### config.mk
export PLATFORM = sky130hd
export DESIGN_NAME = motor_startup_config_reg
export DESIGN_NICKNAME = d
export VERILOG_FILES = /design/src/hw/motor_startup_config_reg.v
export VERILOG_INCLUDE_DIRS = /design/src /design/src/hw
export SDC_FILE = /design/constraint.sdc
export NUM_CORES = 1
export LEC_CHECK = 0
export ABC_CLOCK_PERIOD_IN_PS = 3000
export BUFFER_PORTS_ARGS = -buffer_cell sky130_fd_sc_hd__buf_2
export CAP_MARGIN = 20
export CORE_UTILIZATION = 40
export DETAILED_ROUTE_END_ITERATION = 7
export SLEW_MARGIN = 10
export SYNTH_ARGS = -nofsm -noshare
export SYNTH_HDL_FRONTEND = slang
export SYNTH_SLANG_ARGS = --single-unit
### constraint.sdc
create_clock -name SYS_CLK_IN -period 3 [get_ports SYS_CLK_IN]
set_clock_uncertainty 0.2 [all_clocks]
set_input_delay 0.6 -clock SYS_CLK_IN [delete_from_list [all_inputs] [get_ports SYS_CLK_IN]]
set_output_delay 0.6 -clock SYS_CLK_IN [all_outputs]
set_load 0.05 [all_outputs]
### src/hw/startup_cfg_defines.vh
// Constants for the motor start-up configuration register bank.
// Assumes a single 100 MHz clock and a simple strobed register port.
// Notes on behaviour
// - Register at 84h, cleared to zero on reset
// - Bits 30-29 pick the start method
// - Bits 28-25 set ramp rate; Fh unlimited
// - Bits 24-21 map to align duration
// - Bits 20-17 set align/slow-cycle current cap
// - Bits 16-14 set probe pulse rate
// - Bits 13-9 set probe current threshold
// - Bit 8: zero brakes, one tri-states
// - Bits 7-6 add 0/30/60/90 degrees
// - Bits 5-4 give one to four runs
// - Bit 3 picks forward open-loop cap source
// - Bit 2 enables torque-current ramp-down
// - Bit 1 enables active braking reverse drive
// - Bit 0 picks forward or reverse parameters
// - Open-loop cap code maps 0.078125-5.0 A
// - Reverse A1 code maps 0.01-10000 Hz/s
`ifndef STARTUP_CFG_DEFINES_VH
`define STARTUP_CFG_DEFINES_VH

// ----------------------------------------------------------------
// Register map
// ----------------------------------------------------------------
`define ADDR_W              8
`define STARTUP_OFFSET      8'h84
`define STATUS_OFFSET       8'hC0
`define STARTUP_RESET       32'h0000_0000
`define WRITABLE_MASK       32'h7FFF_FFFF

// ----------------------------------------------------------------
// Field positions
// ----------------------------------------------------------------
`define F_METHOD            30:29
`define F_RAMP              28:25
`define F_ALIGN_TIME        24:21
`define F_START_CAP         20:17
`define F_PULSE_RATE        16:14
`define F_THRESHOLD         13:9
`define B_RELEASE           8
`define F_ADVANCE           7:6
`define F_REPEAT            5:4
`define B_LIMIT_SOURCE      3
`define B_RAMPDOWN          2
`define B_ACTIVE_BRAKE      1
`define B_REVERSE_SOURCE    0

// ----------------------------------------------------------------
// Codes and limits
// ----------------------------------------------------------------
`define METHOD_ALIGN        2'h0
`define METHOD_DOUBLE       2'h1
`define METHOD_PROBE        2'h2
`define METHOD_SLOW         2'h3
`define RAMP_NO_LIMIT       4'hF
`define THRESHOLD_LAST      5'h11
`define CLK_HZ              100000000

`endif

### src/hw/motor_startup_config_reg.v
// Start-up configuration register and its decoded settings.
// Assumes all inputs come from logic on SYS_CLK_IN; no synchronisers needed.
`timescale 1ns/1ps
`include "startup_cfg_defines.vh"

module motor_startup_config_reg #(
    parameter CLK_HZ = `CLK_HZ
) (
    input  wire        SYS_CLK_IN,
    input  wire        RESETN_IN,
    input  wire [7:0]  REG_ADDR_IN,
    input  wire [31:0] REG_WDATA_IN,
    input  wire        REG_WR_IN,
    input  wire        REG_RD_IN,
    input  wire [3:0]  OPEN_LOOP_CURRENT_CAP_CODE_IN,
    input  wire [22:0] GENERAL_CURRENT_CAP_IN,
    input  wire [1:0]  REV_OPEN_LOOP_CURRENT_CODE_IN,
    input  wire [3:0]  FWD_ACCEL_A1_CODE_IN,
    input  wire [3:0]  REV_ACCEL_A1_CODE_IN,
    input  wire [3:0]  FWD_ACCEL_A2_CODE_IN,
    input  wire [3:0]  REV_ACCEL_A2_CODE_IN,
    output reg  [31:0] REG_RDATA_OUT,
    output reg  [3:0]  START_METHOD_ONEHOT_OUT,
    output reg  [22:0] RAMP_RATE_OUT,
    output reg         RAMP_UNLIMITED_OUT,
    output reg  [13:0] ALIGN_TIME_MS_OUT,
    output reg  [22:0] STARTUP_CURRENT_CAP_OUT,
    output reg  [13:0] PROBE_PULSE_RATE_OUT,
    output reg         PROBE_PULSE_TICK_OUT,
    output reg  [22:0] PROBE_THRESHOLD_OUT,
    output reg         PROBE_THRESHOLD_INVALID_OUT,
    output reg         PROBE_RELEASE_TRISTATE_OUT,
    output reg  [6:0]  ADVANCE_ANGLE_DEG_OUT,
    output reg  [2:0]  PROBE_RUNS_OUT,
    output reg  [22:0] OPEN_LOOP_CURRENT_CAP_OUT,
    output reg  [23:0] ACCEL_A1_OUT,
    output reg  [3:0]  ACCEL_A2_CODE_OUT,
    output reg         RAMPDOWN_ENABLE_OUT,
    output reg         ACTIVE_BRAKE_ENABLE_OUT,
    output reg         REVERSE_SOURCE_OUT
);

    // ----------------------------------------------------------------
    // Lookup functions (currents in uA, ramp in mA/s, A1 in mHz/s)
    // ----------------------------------------------------------------
    // Shared by the start-up cap and the open-loop cap tables
    function [22:0] cap_ua;
        input [3:0] code;
        begin
            case (code)
                4'h0: cap_ua = 23'd78125;
                4'h1: cap_ua = 23'd156250;
                4'h2: cap_ua = 23'd312500;
                4'h3: cap_ua = 23'd625000;
                4'h4: cap_ua = 23'd937500;
                4'h5: cap_ua = 23'd1250000;
                4'h6: cap_ua = 23'd1562500;
                4'h7: cap_ua = 23'd1875000;
                4'h8: cap_ua = 23'd2187500;
                4'h9: cap_ua = 23'd2500000;
                4'hA: cap_ua = 23'd2812500;
                4'hB: cap_ua = 23'd3125000;
                4'hC: cap_ua = 23'd3437500;
                4'hD: cap_ua = 23'd3750000;
                4'hE: cap_ua = 23'd4375000;
                default: cap_ua = 23'd5000000;
            endcase
        end
    endfunction

    // Used for both forward and reverse A1
    function [23:0] accel_mhz;
        input [3:0] code;
        begin
            case (code)
                4'h0: accel_mhz = 24'd10;
                4'h1: accel_mhz = 24'd50;
                4'h2: accel_mhz = 24'd1000;
                4'h3: accel_mhz = 24'd2500;
                4'h4: accel_mhz = 24'd5000;
                4'h5: accel_mhz = 24'd10000;
                4'h6: accel_mhz = 24'd25000;
                4'h7: accel_mhz = 24'd50000;
                4'h8: accel_mhz = 24'd75000;
                4'h9: accel_mhz = 24'd100000;
                4'hA: accel_mhz = 24'd250000;
                4'hB: accel_mhz = 24'd500000;
                4'hC: accel_mhz = 24'd750000;
                4'hD: accel_mhz = 24'd1000000;
                4'hE: accel_mhz = 24'd5000000;
                default: accel_mhz = 24'd10000000;
            endcase
        end
    endfunction

    function [22:0] ramp_ma;
        input [3:0] code;
        begin
            case (code)
                4'h0: ramp_ma = 23'd100;
                4'h1: ramp_ma = 23'd1000;
                4'h2: ramp_ma = 23'd5000;
                4'h3: ramp_ma = 23'd10000;
                4'h4: ramp_ma = 23'd15000;
                4'h5: ramp_ma = 23'd25000;
                4'h6: ramp_ma = 23'd50000;
                4'h7: ramp_ma = 23'd100000;
                4'h8: ramp_ma = 23'd150000;
                4'h9: ramp_ma = 23'd200000;
                4'hA: ramp_ma = 23'd250000;
                4'hB: ramp_ma = 23'd500000;
                4'hC: ramp_ma = 23'd1000000;
                4'hD: ramp_ma = 23'd2000000;
                4'hE: ramp_ma = 23'd5000000;
                default: ramp_ma = 23'h7F_FFFF;
            endcase
        end
    endfunction

    function [13:0] align_ms;
        input [3:0] code;
        begin
            case (code)
                4'h0: align_ms = 14'd10;
                4'h1: align_ms = 14'd50;
                4'h2: align_ms = 14'd100;
                4'h3: align_ms = 14'd200;
                4'h4: align_ms = 14'd300;
                4'h5: align_ms = 14'd400;
                4'h6: align_ms = 14'd500;
                4'h7: align_ms = 14'd750;
                4'h8: align_ms = 14'd1000;
                4'h9: align_ms = 14'd1500;
                4'hA: align_ms = 14'd2000;
                4'hB: align_ms = 14'd3000;
                4'hC: align_ms = 14'd4000;
                4'hD: align_ms = 14'd5000;
                4'hE: align_ms = 14'd7500;
                default: align_ms = 14'd10000;
            endcase
        end
    endfunction

    function [13:0] pulse_hz;
        input [2:0] code;
        begin
            case (code)
                3'h0: pulse_hz = 14'd50;
                3'h1: pulse_hz = 14'd100;
                3'h2: pulse_hz = 14'd250;
                3'h3: pulse_hz = 14'd500;
                3'h4: pulse_hz = 14'd1000;
                3'h5: pulse_hz = 14'd2000;
                3'h6: pulse_hz = 14'd5000;
                default: pulse_hz = 14'd10000;
            endcase
        end
    endfunction

    // Divider period per pulse rate; constant divisions only
    function [31:0] pulse_period;
        input [2:0] code;
        begin
            case (code)
                3'h0: pulse_period = CLK_HZ / 50;
                3'h1: pulse_period = CLK_HZ / 100;
                3'h2: pulse_period = CLK_HZ / 250;
                3'h3: pulse_period = CLK_HZ / 500;
                3'h4: pulse_period = CLK_HZ / 1000;
                3'h5: pulse_period = CLK_HZ / 2000;
                3'h6: pulse_period = CLK_HZ / 5000;
                default: pulse_period = CLK_HZ / 10000;
            endcase
        end
    endfunction

    function [22:0] threshold_ua;
        input [4:0] code;
        begin
            case (code)
                5'h00: threshold_ua = 23'd156250;
                5'h01: threshold_ua = 23'd312500;
                5'h02: threshold_ua = 23'd468000;
                5'h03: threshold_ua = 23'd625000;
                5'h04: threshold_ua = 23'd781250;
                5'h05: threshold_ua = 23'd937500;
                5'h06: threshold_ua = 23'd1250000;
                5'h07: threshold_ua = 23'd1562500;
                5'h08: threshold_ua = 23'd1875000;
                5'h09: threshold_ua = 23'd2291000;
                5'h0A: threshold_ua = 23'd2500000;
                5'h0B: threshold_ua = 23'd2916000;
                5'h0C: threshold_ua = 23'd3125000;
                5'h0D: threshold_ua = 23'd3333000;
                5'h0E: threshold_ua = 23'd3750000;
                5'h0F: threshold_ua = 23'd4166000;
                5'h10: threshold_ua = 23'd4583000;
                5'h11: threshold_ua = 23'd5000000;
                default: threshold_ua = 23'd0;
            endcase
        end
    endfunction

    function [22:0] rev_cap_ua;
        input [1:0] code;
        begin
            case (code)
                2'h0: rev_cap_ua = 23'd937500;
                2'h1: rev_cap_ua = 23'd1562500;
                2'h2: rev_cap_ua = 23'd2187500;
                default: rev_cap_ua = 23'd3125000;
            endcase
        end
    endfunction

    // Advance angle in whole degrees; a table avoids a narrow product
    function [6:0] advance_deg;
        input [1:0] code;
        begin
            case (code)
                2'h0: advance_deg = 7'd0;
                2'h1: advance_deg = 7'd30;
                2'h2: advance_deg = 7'd60;
                default: advance_deg = 7'd90;
            endcase
        end
    endfunction

    // ----------------------------------------------------------------
    // Register write and read port
    // ----------------------------------------------------------------
    reg  [31:0] settings;
    reg  [21:0] pulse_count;
    wire        hit_settings = (REG_ADDR_IN == `STARTUP_OFFSET);
    wire        hit_status   = (REG_ADDR_IN == `STATUS_OFFSET);
    wire        threshold_bad = (settings[`F_THRESHOLD] > `THRESHOLD_LAST);
    wire        probe_method  = (settings[`F_METHOD] == `METHOD_PROBE);
    // Status bits other than the limit-source bit use the registered outputs, so they lag one cycle
    wire [31:0] status_word = {24'h00_0000, REVERSE_SOURCE_OUT,
                               settings[`B_LIMIT_SOURCE], START_METHOD_ONEHOT_OUT,
                               RAMP_UNLIMITED_OUT, PROBE_THRESHOLD_INVALID_OUT};

    // Only the settings word is writable; status is read-only
    always @(posedge SYS_CLK_IN or negedge RESETN_IN) begin
        if (!RESETN_IN) begin
            settings <= `STARTUP_RESET;
        end else if (REG_WR_IN && hit_settings) begin
            settings <= REG_WDATA_IN & `WRITABLE_MASK;
        end
    end

    // Read data stands only in the cycle after the strobe; unmapped reads zero
    always @(posedge SYS_CLK_IN or negedge RESETN_IN) begin
        if (!RESETN_IN) begin
            REG_RDATA_OUT <= 32'h0000_0000;
        end else if (REG_RD_IN && hit_settings) begin
            REG_RDATA_OUT <= settings;
        end else if (REG_RD_IN && hit_status) begin
            REG_RDATA_OUT <= status_word;
        end else begin
            REG_RDATA_OUT <= 32'h0000_0000;
        end
    end

    // ----------------------------------------------------------------
    // Decoded settings, all registered
    // ----------------------------------------------------------------
    // Outputs follow settings one cycle after the write lands
    always @(posedge SYS_CLK_IN or negedge RESETN_IN) begin
        if (!RESETN_IN) begin
            START_METHOD_ONEHOT_OUT     <= 4'h1;
            RAMP_RATE_OUT               <= 23'd100;
            RAMP_UNLIMITED_OUT          <= 1'b0;
            ALIGN_TIME_MS_OUT           <= 14'd10;
            STARTUP_CURRENT_CAP_OUT     <= 23'd78125;
            PROBE_PULSE_RATE_OUT        <= 14'd50;
            PROBE_THRESHOLD_OUT         <= 23'd156250;
            PROBE_THRESHOLD_INVALID_OUT <= 1'b0;
            PROBE_RELEASE_TRISTATE_OUT  <= 1'b0;
            ADVANCE_ANGLE_DEG_OUT       <= 7'd0;
            PROBE_RUNS_OUT              <= 3'd1;
            OPEN_LOOP_CURRENT_CAP_OUT   <= 23'd0;
            ACCEL_A1_OUT                <= 24'd0;
            ACCEL_A2_CODE_OUT           <= 4'h0;
            RAMPDOWN_ENABLE_OUT         <= 1'b0;
            ACTIVE_BRAKE_ENABLE_OUT     <= 1'b0;
            REVERSE_SOURCE_OUT          <= 1'b0;
        end else begin
            START_METHOD_ONEHOT_OUT <= 4'h1 << settings[`F_METHOD];
            // No-limit code reads all ones; users must test the flag
            RAMP_RATE_OUT <= ramp_ma(settings[`F_RAMP]);
            RAMP_UNLIMITED_OUT <= (settings[`F_RAMP] == `RAMP_NO_LIMIT);
            ALIGN_TIME_MS_OUT <= align_ms(settings[`F_ALIGN_TIME]);
            STARTUP_CURRENT_CAP_OUT <= cap_ua(settings[`F_START_CAP]);
            PROBE_PULSE_RATE_OUT <= pulse_hz(settings[`F_PULSE_RATE]);
            // Invalid codes give zero, never a usable threshold
            PROBE_THRESHOLD_OUT <= threshold_ua(settings[`F_THRESHOLD]);
            PROBE_THRESHOLD_INVALID_OUT <= threshold_bad;
            PROBE_RELEASE_TRISTATE_OUT <= settings[`B_RELEASE];
            ADVANCE_ANGLE_DEG_OUT <= advance_deg(settings[`F_ADVANCE]);
            PROBE_RUNS_OUT <= {1'b0, settings[`F_REPEAT]} + 3'd1;
            // Reverse source wins over the limit-source bit
            if (settings[`B_REVERSE_SOURCE]) begin
                OPEN_LOOP_CURRENT_CAP_OUT <= rev_cap_ua(REV_OPEN_LOOP_CURRENT_CODE_IN);
                ACCEL_A1_OUT <= accel_mhz(REV_ACCEL_A1_CODE_IN);
                ACCEL_A2_CODE_OUT <= REV_ACCEL_A2_CODE_IN;
            end else begin
                if (settings[`B_LIMIT_SOURCE]) begin
                    OPEN_LOOP_CURRENT_CAP_OUT <= GENERAL_CURRENT_CAP_IN;
                end else begin
                    OPEN_LOOP_CURRENT_CAP_OUT <= cap_ua(OPEN_LOOP_CURRENT_CAP_CODE_IN);
                end
                ACCEL_A1_OUT <= accel_mhz(FWD_ACCEL_A1_CODE_IN);
                ACCEL_A2_CODE_OUT <= FWD_ACCEL_A2_CODE_IN;
            end
            RAMPDOWN_ENABLE_OUT <= settings[`B_RAMPDOWN];
            ACTIVE_BRAKE_ENABLE_OUT <= settings[`B_ACTIVE_BRAKE];
            REVERSE_SOURCE_OUT <= settings[`B_REVERSE_SOURCE];
        end
    end

    // ----------------------------------------------------------------
    // Probe pulse divider
    // ----------------------------------------------------------------
    // Runs only while the probe method is chosen, to save toggling
    // Counter width covers the slowest rate at the default clock
    always @(posedge SYS_CLK_IN or negedge RESETN_IN) begin
        if (!RESETN_IN) begin
            pulse_count          <= 22'd0;
            PROBE_PULSE_TICK_OUT <= 1'b0;
        end else if (!probe_method) begin
            pulse_count          <= 22'd0;
            PROBE_PULSE_TICK_OUT <= 1'b0;
        end else if ({10'd0, pulse_count} + 32'd1
                     >= pulse_period(settings[`F_PULSE_RATE])) begin
            pulse_count          <= 22'd0;
            PROBE_PULSE_TICK_OUT <= 1'b1;
        end else begin
            pulse_count          <= pulse_count + 22'd1;
            PROBE_PULSE_TICK_OUT <= 1'b0;
        end
    end

endmodule // motor_startup_config_reg

==> flow_summary.toml <==
[setup_path]
path_delay_family = "compound AO/OA/AOI/OAI gates"
crit_type = "reg2reg"
cp_num_buf_inv = 2
startpoint_type = "flop"
worstPathRequired_ps = 3260
max_stage_delay_ps = 370
cp-end-kind = "flop"
crit_path_cell_trace = "nand4_2, or2_1, nor2_1, buf_4, nand3_2, xnor2_2, ha_1, a21oi_2, o21ai_1, a211o_1, a21oi_4, o211ai_4, clkbuf_16, nor2b_2"
critPathSlowestCell = "dfrtp_1"
worstPathArrival_ps = 3330
crit_path_max_fanout = 6

[yosys]
synth-edff-count = 0
ys_ff_latch = 241
dominantRegCellSynth = "dfrtp_1"
yosysSeqAreaShare_pct = 50.6
ys_async_sr_fraction_pct = 100
synth_top_area_share_pct = 44.9
synthCells = 1172
netlist_area_sq_mm = 0.0120
ys_types = 71
synth_largest_area_cell = "dfrtp_1"
ys.warnings.count = 0
syn_avg_cell_area_sq_um = 10.2
synthTopCellsByArea = "dfrtp_1 45%, ha_1 9.5%, dfstp_2 5.7%"

[global_route]
grt_pass1_wl_um = 49000
antenna_found_initial = 1
grt.total_usage_pct = 19.9
grt_pass1_vias = 9075
grt-ovfl-total = 0
grt_max_degree = 82

[timing]
rsz0062_at_grt = "yes"
min_period_ps = 3070
final.setup.tns_ps = -872
worst_pin_slew_ps = 864
max_slew_margin_pct = 42.4
hold_slack_ps = 83.4
finalMaxSlewViolations = 0
fmax_ghz = 0.326
fin_crit_sh_pct = 102
setup_violations = 21
worst_slack_ps = -65.4
hold_viol = 0

[drt]
first_pass_iters = 5
drcViolationCount = 0
drt_wl_total_um = 31000
ant_nets = 0
vias = 9391
dr.first_iter.drc_count = 609
viasPerCell = 5.02
wl_per_cell_um = 16.6

[finish]
drive_gt1_share_pct = 33.3
fillCellCount = 2657
design_area_sq_mm = 0.0153
layout_commonest_cell = "buf_2"
layout_common_cells = "279 x buf_2, 213 x dfrtp_1, 103 x nand2_1, 93 x o21ai_0, 89 x ha_1"
final_core_util_pct = 51.6
areaGrowthSynthToFinish_pct = 27.3
nets = 1638

[floorplanning]
die-area_sq_mm = 0.0307
fp.dieW_um = 175
rows = 63
pin_count = 290
coreArea_sq_mm = 0.0296
dieHeight_um = 175
initial_utilization_pct = 40.6

[clock_network]
clkTransAtPathRegs_ps = 60
ctsLongestPathBuffers = 3
cts-root-buf = "clkbuf_16"
clk_latency_ps = 520
clkSinkCount = 241
cts_tree = "yes"
numCtsBuffers = 26
h-tree-depth = 1

[pwr]
pwr-share-comb_pct = 22.0
p_leak_nw = 7.60
cellPowerDensity_mw_per_mm2 = 606
netSwitchingPower_w = 0.00295
p_sw_share_pct = 32.0
peakVddDrop_uv = 371
p_seq_share_pct = 40.0
internal-power_w = 0.00629
p_clk_share_pct = 38.0

[outcome]
violations = "negative setup slack"
status = "finished, violations left"

[place]
hpwl_um = 21900
port_buffers = 280
dpl_cell_area_sq_mm = 0.0140
gp_congestion = 0.854

[min_path]
hp-class = "in2reg"

[job]
maxCapViolations = 0
through the flow:
| stage | std cells | power [W] | worst slack, ps |
|---|---|---|---|
| floorplan | 1180 | 0.00520 | 58.1 |
| global placement | 1813 | 0.00577 | -92.5 |
| detailed placement | 1813 | 0.00578 | -117 |
| CTS | 1862 | 0.00935 | -6.80 |
| global route | 1868 | 0.00968 | -199 |
| finish | 1869 | 0.00925 | -65.4 |
sequential cells by signal (all words and copies together), names as in the netlist, 3 cells and up:
name,cells
REG_RDATA_OUT,31
ACCEL_A2_CODE_OUT,4
STARTUP_CURRENT_CAP_OUT,22
pulse_count,22
settings,31
ALIGN_TIME_MS_OUT,13
PROBE_PULSE_RATE_OUT,12
PROBE_THRESHOLD_OUT,22
ADVANCE_ANGLE_DEG_OUT,5
ACCEL_A1_OUT,21
START_METHOD_ONEHOT_OUT,4
OPEN_LOOP_CURRENT_CAP_OUT,23
RAMP_RATE_OUT,21
PROBE_RUNS_OUT,3
final timing paths:
path / from / cells past startpoint / slack, ps / end
setup / recovery: pulse_count[7] / 14 / -70 / pulse_count[10]
hold / removal: REG_WDATA_IN[14] / 3 / 80 / settings[14]
setup reg to reg: pulse_count[7] / 14 / -70 / pulse_count[10]
hold reg to reg: settings[2] / 0 / 200 / RAMPDOWN_ENABLE_OUT
max in group asynchronous: RESETN_IN / 3 / 1370 / PROBE_THRESHOLD_OUT[13]
min in group asynchronous: RESETN_IN / 2 / 480 / PROBE_THRESHOLD_OUT[8]
worst reg2reg max path, delay by kind of cell, from the launching register on:
kind / cells / cell delay (ps)
adders and majority gates: 1 / 330
DFF: 1 / 370
buffers and inverters: 2 / 380
AOI/OAI and AO/OA: 5 / 850
and+or+nand+nor: 5 / 730
xor gates and xnor gates: 1 / 160
what timing repair did:
| action | in CTS | in global routing |
|---|---|---|
| buffers inserted | 0 | 6 |
| hold endpoints to repair | 64 | 0 |
| cloned | 0 | 1 |
| setup endpoints to repair | 22 | 22 |
| hold buffers | 1 | 0 |
| pin swaps | 3 | 9 |
| gates resized for setup | 14 | 31 |
power by group through the flow:
stage | Clock, W | Combinational [W] | Sequential, W
6_report | 0.00351 | 0.00204 | 0.00370
5_1_grt | 0.00376 | 0.00219 | 0.00373
4_1_cts | 0.00361 | 0.00204 | 0.00370
3_5_place_dp | 0 | 0.00203 | 0.00375
3_3_place_gp | 0 | 0.00202 | 0.00375
2_1_floorplan | 0 | 0.000668 | 0.00453
cell families (layout without fill, tap and decap cells):
group                    after synthesis  after routing  share of synthesized area (%)
XOR/XNOR                              23             23                           1.68
other                                  1             10                         0.0313
buffers and inverters                141            439                           5.09
AND/OR/NAND/NOR                      344            344                           14.6
adder cells (fa/ha/maj)               91             91                           9.49
multiplexers                          41             41                           4.00
AO/OA/AOI/OAI                        290            290                           14.6
flip-flops                           241            241                           50.6
routing by layer:
layer / vias to the layer above / share of wire (%) / GRT usage (%)
met3: 49 / 6.4 / 4.46
met4: 2 / 1.9 / 4.78
met5: - / 0.042 / 0
met1: 4500 / 46 / 28.0
met2: 279 / 46 / 31.1
li1: 4561 / - / -
synthesized netlist by cell type, types with 4 or more instances:
cell type and count:
a211oi_1 22, a21boi_0 6, a21o_1 8, a21oi_1 88
a22o_1 8, a311oi_1 6, a31oi_1 5, and2_1 33
and3_1 13, buf_1 6, buf_2 5, buf_4 16
clkbuf_1 60, dfrtp_1 215, dfstp_2 26, ha_1 91
inv_1 51, mux2_2 21, mux2i_1 16, nand2_1 109
nand2b_1 11, nand3_1 21, nand4_1 8, nor2_1 83
nor2_2 4, nor2b_1 15, nor2b_2 14, nor3_1 8
nor3b_1 4, o211ai_1 9, o21a_1 5, o21ai_0 95
o21ai_1 5, o22ai_1 7, o31ai_1 4, xnor2_1 14
xor2_1 9
cell type report:
cell class	instances	area [sq um]	share of cell area, %
clock inverter	6	133	0.869
inverter	52	195	1.28
tap	390	488	3.20
multi-input combinational	798	5560	36.4
antenna	1	2.50	0.0164
sequential	241	6070	39.7
timing repair buffer	339	1990	13.0
clock buffer	42	832	5.45
(Power assumes the default switching activity.)
